**config.mk**
```make
export PLATFORM = sky130hd
export DESIGN_NAME = pao_quad_flat
export DESIGN_NICKNAME = d
export VERILOG_FILES = /design/src/pao_pkg.sv /design/src/pao_if.sv /design/src/pao_quad.sv /design/src/flat_wrapper.sv
export SDC_FILE = /design/constraint.sdc
export NUM_CORES = 1
export LEC_CHECK = 0
export BUFFER_PORTS_ARGS = -buffer_cell sky130_fd_sc_hd__buf_2
export CORE_AREA = 8 8 139 141
export CTS_CLUSTER_DIAMETER = 40
export CTS_CLUSTER_SIZE = 20
export DETAILED_ROUTE_END_ITERATION = 8
export DIE_AREA = 0 0 147 149
export HOLD_SLACK_MARGIN = 0.1
export PLACE_DENSITY_LB_ADDON = 0.12
export SKIP_LAST_GASP = 1
export SLEW_MARGIN = 15
export SYNTH_ARGS = -nofsm -noshare
export SYNTH_HDL_FRONTEND = slang
export SYNTH_SLANG_ARGS = --single-unit
```
**constraint.sdc**
```tcl
create_clock -name clk -period 3.2 [get_ports clk]
set_input_delay 0.64 -clock clk [delete_from_list [all_inputs] [get_ports clk]]
set_output_delay 0.64 -clock clk [all_outputs]
set_load 0.005 [all_outputs]
```
**src/pao_pkg.sv**
```systemverilog
// Purpose: Shared constants for port autonomy and emergency shutdown
// Assumes: 40 MHz clock, one quad of four ports per register map
// Notes:   One rule per line below
// Operation
// - Auto mode powers port after detect/classify
// - Strap sampled at reset selects power budget
// - Strap fixes location flag, config bit 0
// - Strap mode implies identity map, enables E4
// - Strap mode implies all auto, all probing
// - Host may make one port autonomous anytime
// - Host writes full autonomy set per quad
// - Config select bit chooses shutdown scheme
// - Only low-priority flagged ports are affected
// - Rising edge kills low-priority ports within 50us
// - Shutdown records change events and emergency bit
// - Shutdown clears same bits as force-off
// - Three-bit level, 000 highest, 111 lowest
// - Serial code bit period 24 to 26 us
// - Shut ports with level at or above code
// - Selected ports off within 50us of code
// - Host idles input 125us between codes
// - Each quad answers at its own address
// - Emergency off clears per-port event records
// - Interrupt low when summary and enable set
package pao_pkg;
  // ************************************************************
  // Register offsets
  // ************************************************************
  localparam logic [7:0] PAO_REG_INT      = 8'h00;
  localparam logic [7:0] PAO_REG_INT_MASK = 8'h01;
  localparam logic [7:0] PAO_REG_PWR_EVT  = 8'h03;
  localparam logic [7:0] PAO_REG_CD_EVT   = 8'h05;
  localparam logic [7:0] PAO_REG_RAIL     = 8'h0B;
  localparam logic [7:0] PAO_REG_MODE     = 8'h12;
  localparam logic [7:0] PAO_REG_PROBE    = 8'h13;
  localparam logic [7:0] PAO_REG_FORCE    = 8'h19;
  localparam logic [7:0] PAO_REG_PRIO     = 8'h15;
  localparam logic [7:0] PAO_REG_GENCFG   = 8'h17;
  localparam logic [7:0] PAO_REG_MAP      = 8'h26;
  localparam logic [7:0] PAO_REG_BUDGET   = 8'h29;
  localparam logic [7:0] PAO_REG_LEVEL_LO = 8'h2A;
  localparam logic [7:0] PAO_REG_LEVEL_HI = 8'h2B;
  localparam logic [7:0] PAO_REG_STATUS   = 8'h10;
  // ************************************************************
  // Fields and strap values
  // ************************************************************
  localparam int         PAO_CFG_MIDSPAN  = 0;
  localparam int         PAO_CFG_GRADED   = 1;
  localparam int         PAO_RAIL_EOFF    = 0;
  localparam int         PAO_INT_PEN      = 0;
  localparam int         PAO_INT_PGOOD    = 1;
  localparam int         PAO_INT_DETECT   = 3;
  localparam int         PAO_INT_CLASS    = 4;
  localparam int         PAO_INT_SUPPLY   = 7;
  localparam logic [7:0] PAO_AUTO_MAP     = 8'hE4;
  localparam logic [7:0] PAO_AUTO_MASK    = 8'hE4;
  localparam logic [7:0] PAO_ALL_ON       = 8'hFF;
  localparam logic [7:0] PAO_ZERO         = 8'h00;
  localparam logic [2:0] PAO_STRAP_NONE   = 3'h0;
  localparam logic [7:0] PAO_BUDGET_A     = 8'h11;
  localparam logic [7:0] PAO_BUDGET_B     = 8'h22;
  localparam logic [7:0] PAO_BUDGET_C     = 8'h00;
  localparam logic [7:0] PAO_BUDGET_D     = 8'h33;
  localparam int         PAO_CODE_BITS    = 3;
  localparam int         PAO_GRADE_OFS    = 4;
  localparam logic [2:0] PAO_STRAP_ENDSPAN = 3'h5;
  // ************************************************************
  // Timing
  // ************************************************************
  localparam int PAO_CLK_KHZ      = 40000;
  localparam int PAO_BIT_NOM_US   = 25;
  localparam int PAO_OFF_MAX_US   = 50;
  localparam int PAO_GAP_MIN_US   = 125;
  localparam int PAO_BIT_CYC      = PAO_BIT_NOM_US * PAO_CLK_KHZ / 1000;
  localparam int PAO_HALF_CYC     = PAO_BIT_CYC / 2;
  localparam int PAO_GAP_CYC      = (PAO_GAP_MIN_US * PAO_CLK_KHZ + 999) / 1000;
  localparam int PAO_DET_CYC      = 16;
endpackage

```
**src/pao_if.sv**
```systemverilog
`timescale 1ns/10ps
// Purpose: Link between host and quad: register port and shutdown pin
// Assumes: one clock, synchronous signals
// Notes:   Quad decodes its own bus address
interface pao_if;
  logic [6:0] bus_addr;
  logic [7:0] reg_addr;
  logic [7:0] wdata;
  logic       wr;
  logic       rd;
  logic [7:0] rdata;
  logic       emergency_off_input;
  logic       irq_out_n;
  modport quad (input bus_addr, reg_addr, wdata, wr, rd, emergency_off_input,
                output rdata, irq_out_n);
  modport host (output bus_addr, reg_addr, wdata, wr, rd, emergency_off_input,
                input rdata, irq_out_n);
endinterface

```
**src/pao_quad.sv**
```systemverilog
// Chosen here: the plain strobed port.
`timescale 1ns/10ps
// Purpose: Quad end: autonomy policy, emergency shutdown, register map
// Assumes: detect/class results and faults arrive as per-port pulses
// Notes:   Event registers clear on read
module pao_quad
  import pao_pkg::*;
#(
  parameter int          NPORT    = 4,
  parameter logic [6:0]  QUAD_ADDR = 7'h20
)(
  input  wire logic             clk,          // Clock
  input  wire logic             sys_rst,      // Sync reset
  pao_if.quad                   lnk,          // Link to host
  input  wire logic [2:0]       auto_strap,   // Strap level code
  input  wire logic [NPORT-1:0] det_ok,       // Detection passed pulse
  input  wire logic [NPORT-1:0] cls_ok,       // Classification done pulse
  input  wire logic [NPORT-1:0] port_fault,   // Any port fault pulse
  input  wire logic [NPORT-1:0] pgood,        // Supply good level
  output logic      [NPORT-1:0] port_on,      // Power switch enable
  output logic      [NPORT-1:0] probe_run     // Detect/class active
);
  // ************************************************************
  // Registers
  // ************************************************************
  logic [7:0] mask_q, mode_q, probe_q, prio_q, cfg_q, map_q, budget_q;
  logic [7:0] lvl_lo_q, lvl_hi_q, pwr_evt_q, cd_evt_q, rail_q, rdata_q;
  logic       strap_q, emerg_q, pin_d1_q, rst_d1_q;
  logic [NPORT-1:0] on_q, pg_d1_q;

  wire sel   = (lnk.bus_addr == QUAD_ADDR);
  wire wr_en = sel & lnk.wr;
  wire rd_en = sel & lnk.rd;
  wire strap_auto = (auto_strap != PAO_STRAP_NONE);

  // ************************************************************
  // Serial code receiver
  // ************************************************************
  // Nominal bit timing; mid-bit sampling absorbs 24 to 26 us bits
  typedef enum logic [1:0] {PAO_R_IDLE, PAO_R_START, PAO_R_BITS} pao_rx_type;
  pao_rx_type rx_q;
  logic [15:0] rcnt_q;
  logic [1:0]  rbit_q;
  logic [2:0]  code_q;
  logic        code_ok_q;
  wire  pin_rise = lnk.emergency_off_input & ~pin_d1_q;
  wire  mid      = (rcnt_q == 16'(PAO_HALF_CYC - 1));
  wire  full     = (rcnt_q == 16'(PAO_BIT_CYC - 1));

  always_ff @(posedge clk) begin
    if (sys_rst) begin
      rx_q    <= PAO_R_IDLE;
      rcnt_q  <= 16'h0000;
      rbit_q  <= 2'h0;
      code_q    <= 3'h0;
      code_ok_q <= 1'b0;
    end else begin
      // One-cycle strobe once the last code bit is in
      code_ok_q <= 1'b0;
      case (rx_q)
        PAO_R_IDLE: begin
          // Start bit is a rising edge, only in graded mode
          rcnt_q <= 16'h0000;
          if (pin_rise & cfg_q[PAO_CFG_GRADED]) rx_q <= PAO_R_START;
        end
        PAO_R_START: begin
          // Skip the whole start bit before counting code bits
          rcnt_q <= full ? 16'h0000 : rcnt_q + 16'h0001;
          if (full) begin
            rx_q   <= PAO_R_BITS;
            rbit_q <= 2'h0;
          end
        end
        PAO_R_BITS: begin
          rcnt_q <= full ? 16'h0000 : rcnt_q + 16'h0001;
          if (mid) code_q <= {code_q[1:0], lnk.emergency_off_input};
          if (full) begin
            rbit_q <= rbit_q + 2'h1;
            if (rbit_q == 2'(PAO_CODE_BITS - 1)) begin
              rx_q      <= PAO_R_IDLE;
              code_ok_q <= 1'b1;
            end
          end
        end
        default: rx_q <= PAO_R_IDLE;
      endcase
    end
  end

  // ************************************************************
  // Shutdown selection
  // ************************************************************
  logic [NPORT-1:0] kill;
  logic [NPORT-1:0] auto_port;
  wire  edge_hit = pin_rise & ~cfg_q[PAO_CFG_GRADED];
  // Two mode bits per port, both set means automatic
  generate
    for (genvar i = 0; i < NPORT; i++) begin : g_port
      wire [2:0] lvl = (i < 2) ? lvl_lo_q[3*(i%2)+:3] : lvl_hi_q[3*(i%2)+:3];
      assign kill[i] = on_q[i] & ((edge_hit & prio_q[i])
                     | (code_ok_q & (lvl >= code_q)));
      assign auto_port[i] = mode_q[2*i] & mode_q[2*i+1]
                          & probe_q[i] & probe_q[i+PAO_GRADE_OFS];
      assign probe_run[i] = auto_port[i] & ~on_q[i];
    end
  endgenerate
  // Force-off clears the same records as a shutdown
  wire [NPORT-1:0] force_off = wr_en && lnk.reg_addr == PAO_REG_FORCE ?
                               lnk.wdata[NPORT-1:0] : '0;
  wire [NPORT-1:0] drop  = kill | force_off | port_fault;
  wire [NPORT-1:0] start = auto_port & det_ok & cls_ok;

  always_ff @(posedge clk) begin
    if (sys_rst) on_q <= '0;
    else         on_q <= (on_q | start) & ~drop;
  end
  assign port_on = on_q;

  // ************************************************************
  // Register file
  // ************************************************************
  wire rd_pwr = rd_en && lnk.reg_addr == PAO_REG_PWR_EVT;
  wire rd_cd  = rd_en && lnk.reg_addr == PAO_REG_CD_EVT;
  wire rd_rl  = rd_en && lnk.reg_addr == PAO_REG_RAIL;
  wire [NPORT-1:0] pg_chg = pgood ^ pg_d1_q;
  wire [NPORT-1:0] en_chg = on_q ^ ((on_q | start) & ~drop);
  wire [NPORT-1:0] clr_p  = kill | force_off;
  wire [7:0] intr = {|rail_q, 2'b00, |cd_evt_q[7:4], |cd_evt_q[3:0],
                     1'b0, |pwr_evt_q[7:4], |pwr_evt_q[3:0]};
  // Strap codes 1 to 4 midspan, 5 to 7 endspan
  logic [7:0] strap_budget;
  always_comb begin
    case (auto_strap)
      3'h1, 3'h5: strap_budget = PAO_BUDGET_A;
      3'h2, 3'h6: strap_budget = PAO_BUDGET_B;
      3'h3, 3'h7: strap_budget = PAO_BUDGET_C;
      3'h4:       strap_budget = PAO_BUDGET_D;
      default:    strap_budget = PAO_BUDGET_D;
    endcase
  end

  always_ff @(posedge clk) begin
    if (sys_rst) begin
      {mask_q, mode_q, probe_q, prio_q, cfg_q} <= '0;
      {map_q, budget_q, lvl_lo_q, lvl_hi_q} <= '0;
      {pwr_evt_q, cd_evt_q, rail_q, rdata_q} <= '0;
      {strap_q, emerg_q, pin_d1_q} <= '0;
      rst_d1_q <= 1'b1;
      pg_d1_q  <= '0;
    end else begin
      rst_d1_q <= 1'b0;
      pin_d1_q <= lnk.emergency_off_input;
      pg_d1_q  <= pgood;
      // Strap image loads on the first cycle after reset
      if (rst_d1_q) begin
        strap_q <= strap_auto;
        if (strap_auto) begin
          map_q    <= PAO_AUTO_MAP;
          mask_q   <= PAO_AUTO_MASK;
          mode_q   <= PAO_ALL_ON;
          probe_q  <= PAO_ALL_ON;
          budget_q <= strap_budget;
          cfg_q[PAO_CFG_MIDSPAN] <= (auto_strap < PAO_STRAP_ENDSPAN);
        end
      end else if (wr_en) begin
        case (lnk.reg_addr)
          PAO_REG_INT_MASK: mask_q   <= lnk.wdata;
          PAO_REG_MODE:     mode_q   <= lnk.wdata;
          PAO_REG_PROBE:    probe_q  <= lnk.wdata;
          PAO_REG_PRIO:     prio_q   <= lnk.wdata;
          PAO_REG_GENCFG:   cfg_q    <= lnk.wdata;
          PAO_REG_MAP:      map_q    <= lnk.wdata;
          PAO_REG_BUDGET:   budget_q <= lnk.wdata;
          PAO_REG_LEVEL_LO: lvl_lo_q <= lnk.wdata;
          PAO_REG_LEVEL_HI: lvl_hi_q <= lnk.wdata;
          default: ;
        endcase
      end
      // Set wins over clear-on-read
      pwr_evt_q <= ((rd_pwr ? PAO_ZERO : pwr_evt_q)
                   | {4'(pg_chg), 4'(en_chg)});
      cd_evt_q  <= ((rd_cd ? PAO_ZERO : cd_evt_q)
                   & ~{4'(clr_p), 4'(clr_p)})
                   | {4'(cls_ok), 4'(det_ok)};
      rail_q    <= (rd_rl ? PAO_ZERO : rail_q)
                   | {7'h00, |kill};
      emerg_q   <= |kill;
      case (lnk.reg_addr)
        PAO_REG_INT:      rdata_q <= intr;
        PAO_REG_INT_MASK: rdata_q <= mask_q;
        PAO_REG_PWR_EVT:  rdata_q <= pwr_evt_q;
        PAO_REG_CD_EVT:   rdata_q <= cd_evt_q;
        PAO_REG_RAIL:     rdata_q <= rail_q;
        PAO_REG_MODE:     rdata_q <= mode_q;
        PAO_REG_PROBE:    rdata_q <= probe_q;
        PAO_REG_PRIO:     rdata_q <= prio_q;
        PAO_REG_GENCFG:   rdata_q <= cfg_q;
        PAO_REG_MAP:      rdata_q <= map_q;
        PAO_REG_BUDGET:   rdata_q <= budget_q;
        PAO_REG_LEVEL_LO: rdata_q <= lvl_lo_q;
        PAO_REG_LEVEL_HI: rdata_q <= lvl_hi_q;
        PAO_REG_STATUS:   rdata_q <= {2'b00, emerg_q, strap_q, 4'(on_q)};
        default:          rdata_q <= PAO_ZERO;
      endcase
    end
  end
  assign lnk.rdata     = rdata_q;
  assign lnk.irq_out_n = ~|(intr & mask_q);
endmodule // pao_quad

```
**src/flat_wrapper.sv**
```systemverilog
// flat-port wrapper written by rule: the top's interface ports become plain ports
module pao_quad_flat import pao_pkg::*;
#(
  parameter int          NPORT    = 4,
  parameter logic [6:0]  QUAD_ADDR = 7'h20
)
  (clk, sys_rst, auto_strap, det_ok, cls_ok, port_fault, pgood, port_on, probe_run, lnk_bus_addr, lnk_reg_addr, lnk_wdata, lnk_wr, lnk_rd, lnk_emergency_off_input, lnk_rdata, lnk_irq_out_n);
  pao_if lnk_i ();
  input  wire logic clk;
  input  wire logic sys_rst;
  input  wire logic [2:0] auto_strap;
  input  wire logic [NPORT-1:0] det_ok;
  input  wire logic [NPORT-1:0] cls_ok;
  input  wire logic [NPORT-1:0] port_fault;
  input  wire logic [NPORT-1:0] pgood;
  output logic      [NPORT-1:0] port_on;
  output logic      [NPORT-1:0] probe_run;
  input wire logic [$bits(lnk_i.bus_addr)-1:0] lnk_bus_addr;
  input wire logic [$bits(lnk_i.reg_addr)-1:0] lnk_reg_addr;
  input wire logic [$bits(lnk_i.wdata)-1:0] lnk_wdata;
  input wire logic [$bits(lnk_i.wr)-1:0] lnk_wr;
  input wire logic [$bits(lnk_i.rd)-1:0] lnk_rd;
  input wire logic [$bits(lnk_i.emergency_off_input)-1:0] lnk_emergency_off_input;
  output wire logic [$bits(lnk_i.rdata)-1:0] lnk_rdata;
  output wire logic [$bits(lnk_i.irq_out_n)-1:0] lnk_irq_out_n;
  assign lnk_i.bus_addr = lnk_bus_addr;
  assign lnk_i.reg_addr = lnk_reg_addr;
  assign lnk_i.wdata = lnk_wdata;
  assign lnk_i.wr = lnk_wr;
  assign lnk_i.rd = lnk_rd;
  assign lnk_i.emergency_off_input = lnk_emergency_off_input;
  assign lnk_rdata = lnk_i.rdata;
  assign lnk_irq_out_n = lnk_i.irq_out_n;
  pao_quad #(.NPORT(NPORT), .QUAD_ADDR(QUAD_ADDR)) u_core (.clk(clk), .sys_rst(sys_rst), .lnk(lnk_i), .auto_strap(auto_strap), .det_ok(det_ok), .cls_ok(cls_ok), .port_fault(port_fault), .pgood(pgood), .port_on(port_on), .probe_run(probe_run));
endmodule
```
After elaboration in Yosys (flattened, before gate mapping)
Cells that the tools add are included.

cells by class
  multiplexer cells = 40
  add/subtract/negate cells = 2
  $lt $le $gt $ge = 5
  bitwise logic cells = 61
  reductions and logical operators = 42
  equality and inequality tests = 31

operators with widths
  kind                     number
  $mux W8                  21
  $pmux W8 S14             1
  $eq A8 B5 Y1 const B     6
  $and A1 B1 Y1            33
  $reduce_and A3 Y1        11
  $eq A8 B6 Y1 const B     4
  $pmux W16 S2             1
  $reduce_or A4 Y1         5
  $pmux W6 S3              1
  $reduce_bool A2 Y1       9
  $add A16 B1 Y16 const B  1
  $and A8 B8 Y8            2
  $eq A16 B10 Y1 const B   1
  $eq A16 B9 Y1 const B    1
  $mux W16                 1
  $or A8 B8 Y8             2
  $reduce_or A8 Y1         2
  $and A4 B4 Y4            3
  $ge A3 B3 Y1             4
  $mux W2                  6
  $or A4 B4 Y4             3
  $eq A3 B3 Y1 const B     3
  $not A1 Y1               9
  $eq A8 B1 Y1 const B     1
  30 further kinds         50

storage, ports and cells
  register bits after elaboration = 140
  input bits = 47
  output and inout bits = 17
  word-level logic and storage cells = 206

Longest topological paths before layout
  depth in word-level cells = 12
  gate-level depth with buffers = 7
  mapped depth without buffers = 7

Worst setup path after synthesis
No wires, ideal clock.

  path type = input-to-reg
  start = input lnk_bus_addr[2]
  end = register u_core.lvl_lo_q[3]
  setup time = 0.128 ns
  arrival time = 2.264 ns
  buffers on the path = 1
  stages on the path = 6
  slack = 0.808 ns
  required time = 3.072 ns
  cell sequence = or4b_4 nand4bb_1 buf_4 nor3_4 mux2i_1 nor2_1

between the ends
  cells in the longest elaborated chain, start to end = 3

RTL lines
  item                         RTL line            text
  start: declaration           flat_wrapper.sv:18  input wire logic [$bits(lnk_i.bus_addr)-1:0] lnk_bus_addr;
  $eq A7 B6 Y1                 pao_quad.sv:31      wire sel = (lnk.bus_addr == QUAD_ADDR);
  $and A1 B1 Y1                pao_quad.sv:32      wire wr_en = sel & lnk.wr;
  $reduce_and A3 Y1 (no line)  -
  end signal: assignment       pao_quad.sv:174     PAO_REG_LEVEL_LO: lvl_lo_q <= lnk.wdata;
  end: declaration             pao_quad.sv:27      logic [7:0] lvl_lo_q, lvl_hi_q, pwr_evt_q, cd_evt_q, rail_q, rdata_q;

No other way between the ends.
A chain may end at the register's enable or synchronous reset.

Final worst setup path
  start = register u_core.cd_evt_q[2]
  end = output lnk_irq_out_n

between the ends
  cells in the longest elaborated chain, start to end = 4

RTL lines
  item                      RTL line            text
  start: declaration        pao_quad.sv:27
  start signal: assignment  pao_quad.sv:182     cd_evt_q <= ((rd_cd ? PAO_ZERO : cd_evt_q)
  $reduce_or A4 Y1          pao_quad.sv:128     wire [7:0] intr = {|rail_q, 2'b00, |cd_evt_q[7:4], |cd_evt_q[3:0],
  $and A8 B8 Y8             pao_quad.sv:208     assign lnk.irq_out_n = ~|(intr & mask_q);
  $reduce_or A8 Y1          pao_quad.sv:208
  $logic_not A1 Y1          pao_quad.sv:208
  end: declaration          flat_wrapper.sv:25  output wire logic [$bits(lnk_i.irq_out_n)-1:0] lnk_irq_out_n;

No other way between the ends.

==> impl_metrics.py <==
metrics = {
    "status": {
        "status": "completed",
    },
    "finish": {
        "seqCellArea_sq_mm": 0.00266,
        "diodes": 0,
        "syn_to_final_growth_pct": 17.3,
        "layout-drive-gt1-share_pct": 17.5,
        "layout.nets": 891,
        "multiInputGateArea_sq_mm": 0.00382,
        "fin_area_sq_mm": 0.00788,
        "final_common_cell": "dfxtp_1",
        "fillers": 1730,
        "mostFrequentLayoutCells": "dfxtp_1, nor2_1, buf_2",
        "final_cells": 1064,
    },
    "die": {
        "die_x_um": 147,
        "placementRows": 48,
        "die_y_um": 149,
        "coreArea_sq_mm": 0.0171,
        "dieArea_sq_mm": 0.0219,
        "ioPinCount": 64,
        "start_util_pct": 39.4,
    },
    "critical_path": {
        "critPathMaxStageDelay_ps": 540,
        "cp-startpoint": "u_core.cd_evt_q[2]$_SDFF_PP0_",
        "critPathSlowestCell": "or4_1",
        "rr_worst_depth": 5,
        "required_ps": 2560,
        "r2r_end": "u_core.rcnt_q[8]$_SDFFE_PP0P_",
        "crit-reg2reg-launch": "u_core.rcnt_q[3]$_SDFFE_PP0P_",
        "cp_max_fo": 3,
        "cp_cell_sequence": "or4_1 > a22oi_1 > nand2_1 > a221oi_1 > buf_2",
        "worstSetupPathType": "reg -> out",
        "endpoint_kind": "output port",
        "r2r_setup_slack_ps": 770,
        "crit_path_start_kind": "flip-flop",
        "critPathCapture": "lnk_irq_out_n",
        "arrival_ps": 2040,
    },
    "synth": {
        "synth-main-ff-cell": "dfxtp_1",
        "synth_fa_ha_area_share_pct": 3.35,
        "ys_async_sr_fraction_pct": 0,
        "syn-instance-count": 768,
        "synth_edf_count": 0,
        "ys_seq_area_share_pct": 39.6,
        "syn_area_sq_mm": 0.00672,
        "synthSimpleGateAreaFrac_pct": 24.6,
        "synth_cell_types": 67,
        "synth-xor-area-share_pct": 2.09,
        "synth_seq_cells": 133,
        "synthMuxAreaShare_pct": 8.14,
        "synth_top_family_by_area": "simple AND/OR/NAND/NOR gates",
        "synth_compound_area_share_pct": 18.6,
        "avgSynthCellArea_sq_um": 8.75,
        "ys_warn_count": 0,
        "synth_fp_nets": 833,
    },
    "power": {
        "power.leakage_nw": 2.82,
        "netSwitchingFraction_pct": 24.6,
        "seqPwrFrac_pct": 43.2,
        "p_comb_share_pct": 6.7,
        "intPower_w": 0.00306,
        "pwr-share-clk_pct": 50.1,
        "ir_drop_mv": 0.355,
        "power.switching_w": 0.000995,
        "powerDensity_mw_per_mm2": 514,
    },
    "sta": {
        "tightest_slew_ps": 777,
        "fin_tns_setup_ps": 0,
        "max_slew_margin_pct": 48.2,
        "fin_hold_ws_ps": 453,
        "setup_violations": 0,
        "post-route-period-util_pct": 83.6,
        "drv_slew": 0,
        "fin_crit_ps": 2680,
        "finalClockSkew_ps": 7.99,
        "hold_viol": 0,
        "setup_ws_ps": 524,
        "rsz0062_at_grt": "false",
        "max_freq_mhz": 374,
    },
    "global_route": {
        "grt_usage_pct": 19.8,
        "antenna_found_initial": 0,
        "gr-usage-met1_pct": 25.4,
        "met2_usage_pct": 30.7,
        "grt_util_met3_pct": 4.73,
        "grt_pass1_wl_um": 33800,
        "gr-total-overflow": 0,
        "grt_pass1_vias": 6091,
        "top_usage_layer": "met2",
        "grt_max_degree": 51,
    },
    "min_path": {
        "min_from": "cls_ok[3]",
        "hp-class": "in -> reg",
    },
    "clock_network": {
        "cts_sinks": 133,
        "clk_pin_slew_ps": 60,
        "cts_resized": 0,
        "cts_buffers": 17,
        "cts_tree": "done",
        "ctsHoldBuffers": 0,
        "htree_num_levels": 4,
        "root_buffer": "clkbuf_16",
        "clk_latency_ps": 420,
        "postCtsSetupRepairBufs": 0,
        "clockBufferDepth": 2,
    },
    "route": {
        "drt_iter0_markers": 520,
        "wl_per_cell_um": 20.1,
        "drcViolationCount": 0,
        "vias_per_cell": 5.79,
        "vias": 6165,
        "first_pass_iters": 5,
        "detail-route-antenna-nets": 0,
        "wirelength_um": 21400,
    },
    "placed_design": {
        "gp_congestion": 0.867,
        "dpl-instance-area_sq_mm": 0.00727,
        "dpl.hpwl_um": 16200,
        "place_ws_ps": 389,
        "place_inst": 1032,
        "io_buffers": 63,
    },
    "run": {
        "drv_cap": 0,
    },
}
-- final cells by class --
type	count	area share, %
clock buffer	18	5.57
inverter	17	0.810
tap	225	3.57
multi-input combinational	578	48.5
clock inverter	14	2.24
timing repair buffer	79	5.56
sequential	133	33.8
-- synth_stat cells, types with 9 or more instances --
| cell type | count | area [sq um] |
|---|---|---|
| a211oi_1 | 25 | 188 |
| a21oi_1 | 48 | 240 |
| a221oi_1 | 9 | 78.8 |
| a22oi_1 | 28 | 210 |
| a31oi_1 | 20 | 125 |
| clkbuf_1 | 28 | 105 |
| dfxtp_1 | 133 | 2660 |
| ha_1 | 18 | 225 |
| inv_1 | 17 | 63.8 |
| mux2_2 | 13 | 146 |
| mux2i_1 | 40 | 400 |
| nand2_1 | 60 | 225 |
| nand3_1 | 22 | 110 |
| nand3b_1 | 10 | 75.1 |
| nor2_1 | 110 | 413 |
| nor2b_1 | 16 | 100 |
| nor3_1 | 18 | 90.1 |
| o21ai_0 | 14 | 70.1 |
| xor2_1 | 12 | 105 |
-- routing by layer --
| layer | vias to the layer above | wire [um] |
|---|---|---|
| li1 | 2956 | - |
| met1 | 2946 | 9370 |
| met2 | 219 | 9680 |
| met3 | 44 | 1490 |
| met4 | 0 | 824 |
| met5 | - | 0 |
-- sequential cells by signal (all words and copies together) (netlist names), 2 cells and up --
register,count
u_core.code_q,3
u_core.port_on,4
u_core.mask_q,8
u_core.pwr_evt_q,8
u_core.lvl_hi_q,8
u_core.map_q,8
u_core.pg_d1_q,4
u_core.cd_evt_q,8
u_core.lvl_lo_q,8
u_core.probe_q,8
u_core.mode_q,8
u_core.budget_q,8
u_core.lnk.rdata,8
u_core.rbit_q,2
u_core.prio_q,8
u_core.rx_q,2
u_core.rcnt_q,16
u_core.cfg_q,8
-- power by group through the flow --
stage / Combinational [W] / Sequential, W / Clock, W
finish: 0.000272 / 0.00175 / 0.00203
global route: 0.000301 / 0.00175 / 0.00214
CTS: 0.000272 / 0.00175 / 0.00206
detailed placement: 0.000270 / 0.00179 / 0
global placement: 0.000267 / 0.00178 / 0
floorplan: 0.000173 / 0.00176 / 0
-- per-stage QoR --
step | utilization [%] | power (W)
2_1_floorplan | - | 0.00194
3_3_place_gp | 42.6 | 0.00205
3_5_place_dp | 42.6 | 0.00206
4_1_cts | 46.2 | 0.00408
5_1_grt | 46.2 | 0.00419
6_report | 46.2 | 0.00405
-- worst max-delay path, delay by kind of cell, from the launching register on --
kind | cells | cell delay [ps]
buf+inv | 1 | 180
compound gates | 2 | 450
flops | 1 | 360
simple gates | 2 | 620
-- cell families (layout without fill, tap and decap cells) --
logic type	count (synthesis)	in the layout
mux	53	53
simple gates	309	309
buf+inv	57	128
compound gates	182	182
xor+xnor	16	16
fa+ha+maj	18	18
flops	133	133
-- worst min-delay path by stage --
stage | end | slack [ps] | cells after the start
3_5_place_dp | u_core.budget_q[2]$_SDFFE_PP0P_ | 450 | 2
3_3_place_gp | u_core.cfg_q[4]$_SDFFE_PP0P_ | 440 | 2
4_1_cts | u_core.cd_evt_q[7]$_SDFF_PP0_ | 440 | 3
5_1_grt | u_core.pg_d1_q[3]$_SDFF_PP0_ | 450 | 2
2_1_floorplan | u_core.budget_q[3]$_SDFFE_PP0P_ | 430 | 2
6_report | u_core.cd_evt_q[7]$_SDFF_PP0_ | 450 | 3
Note: power is estimated with default switching activity, not from simulation.
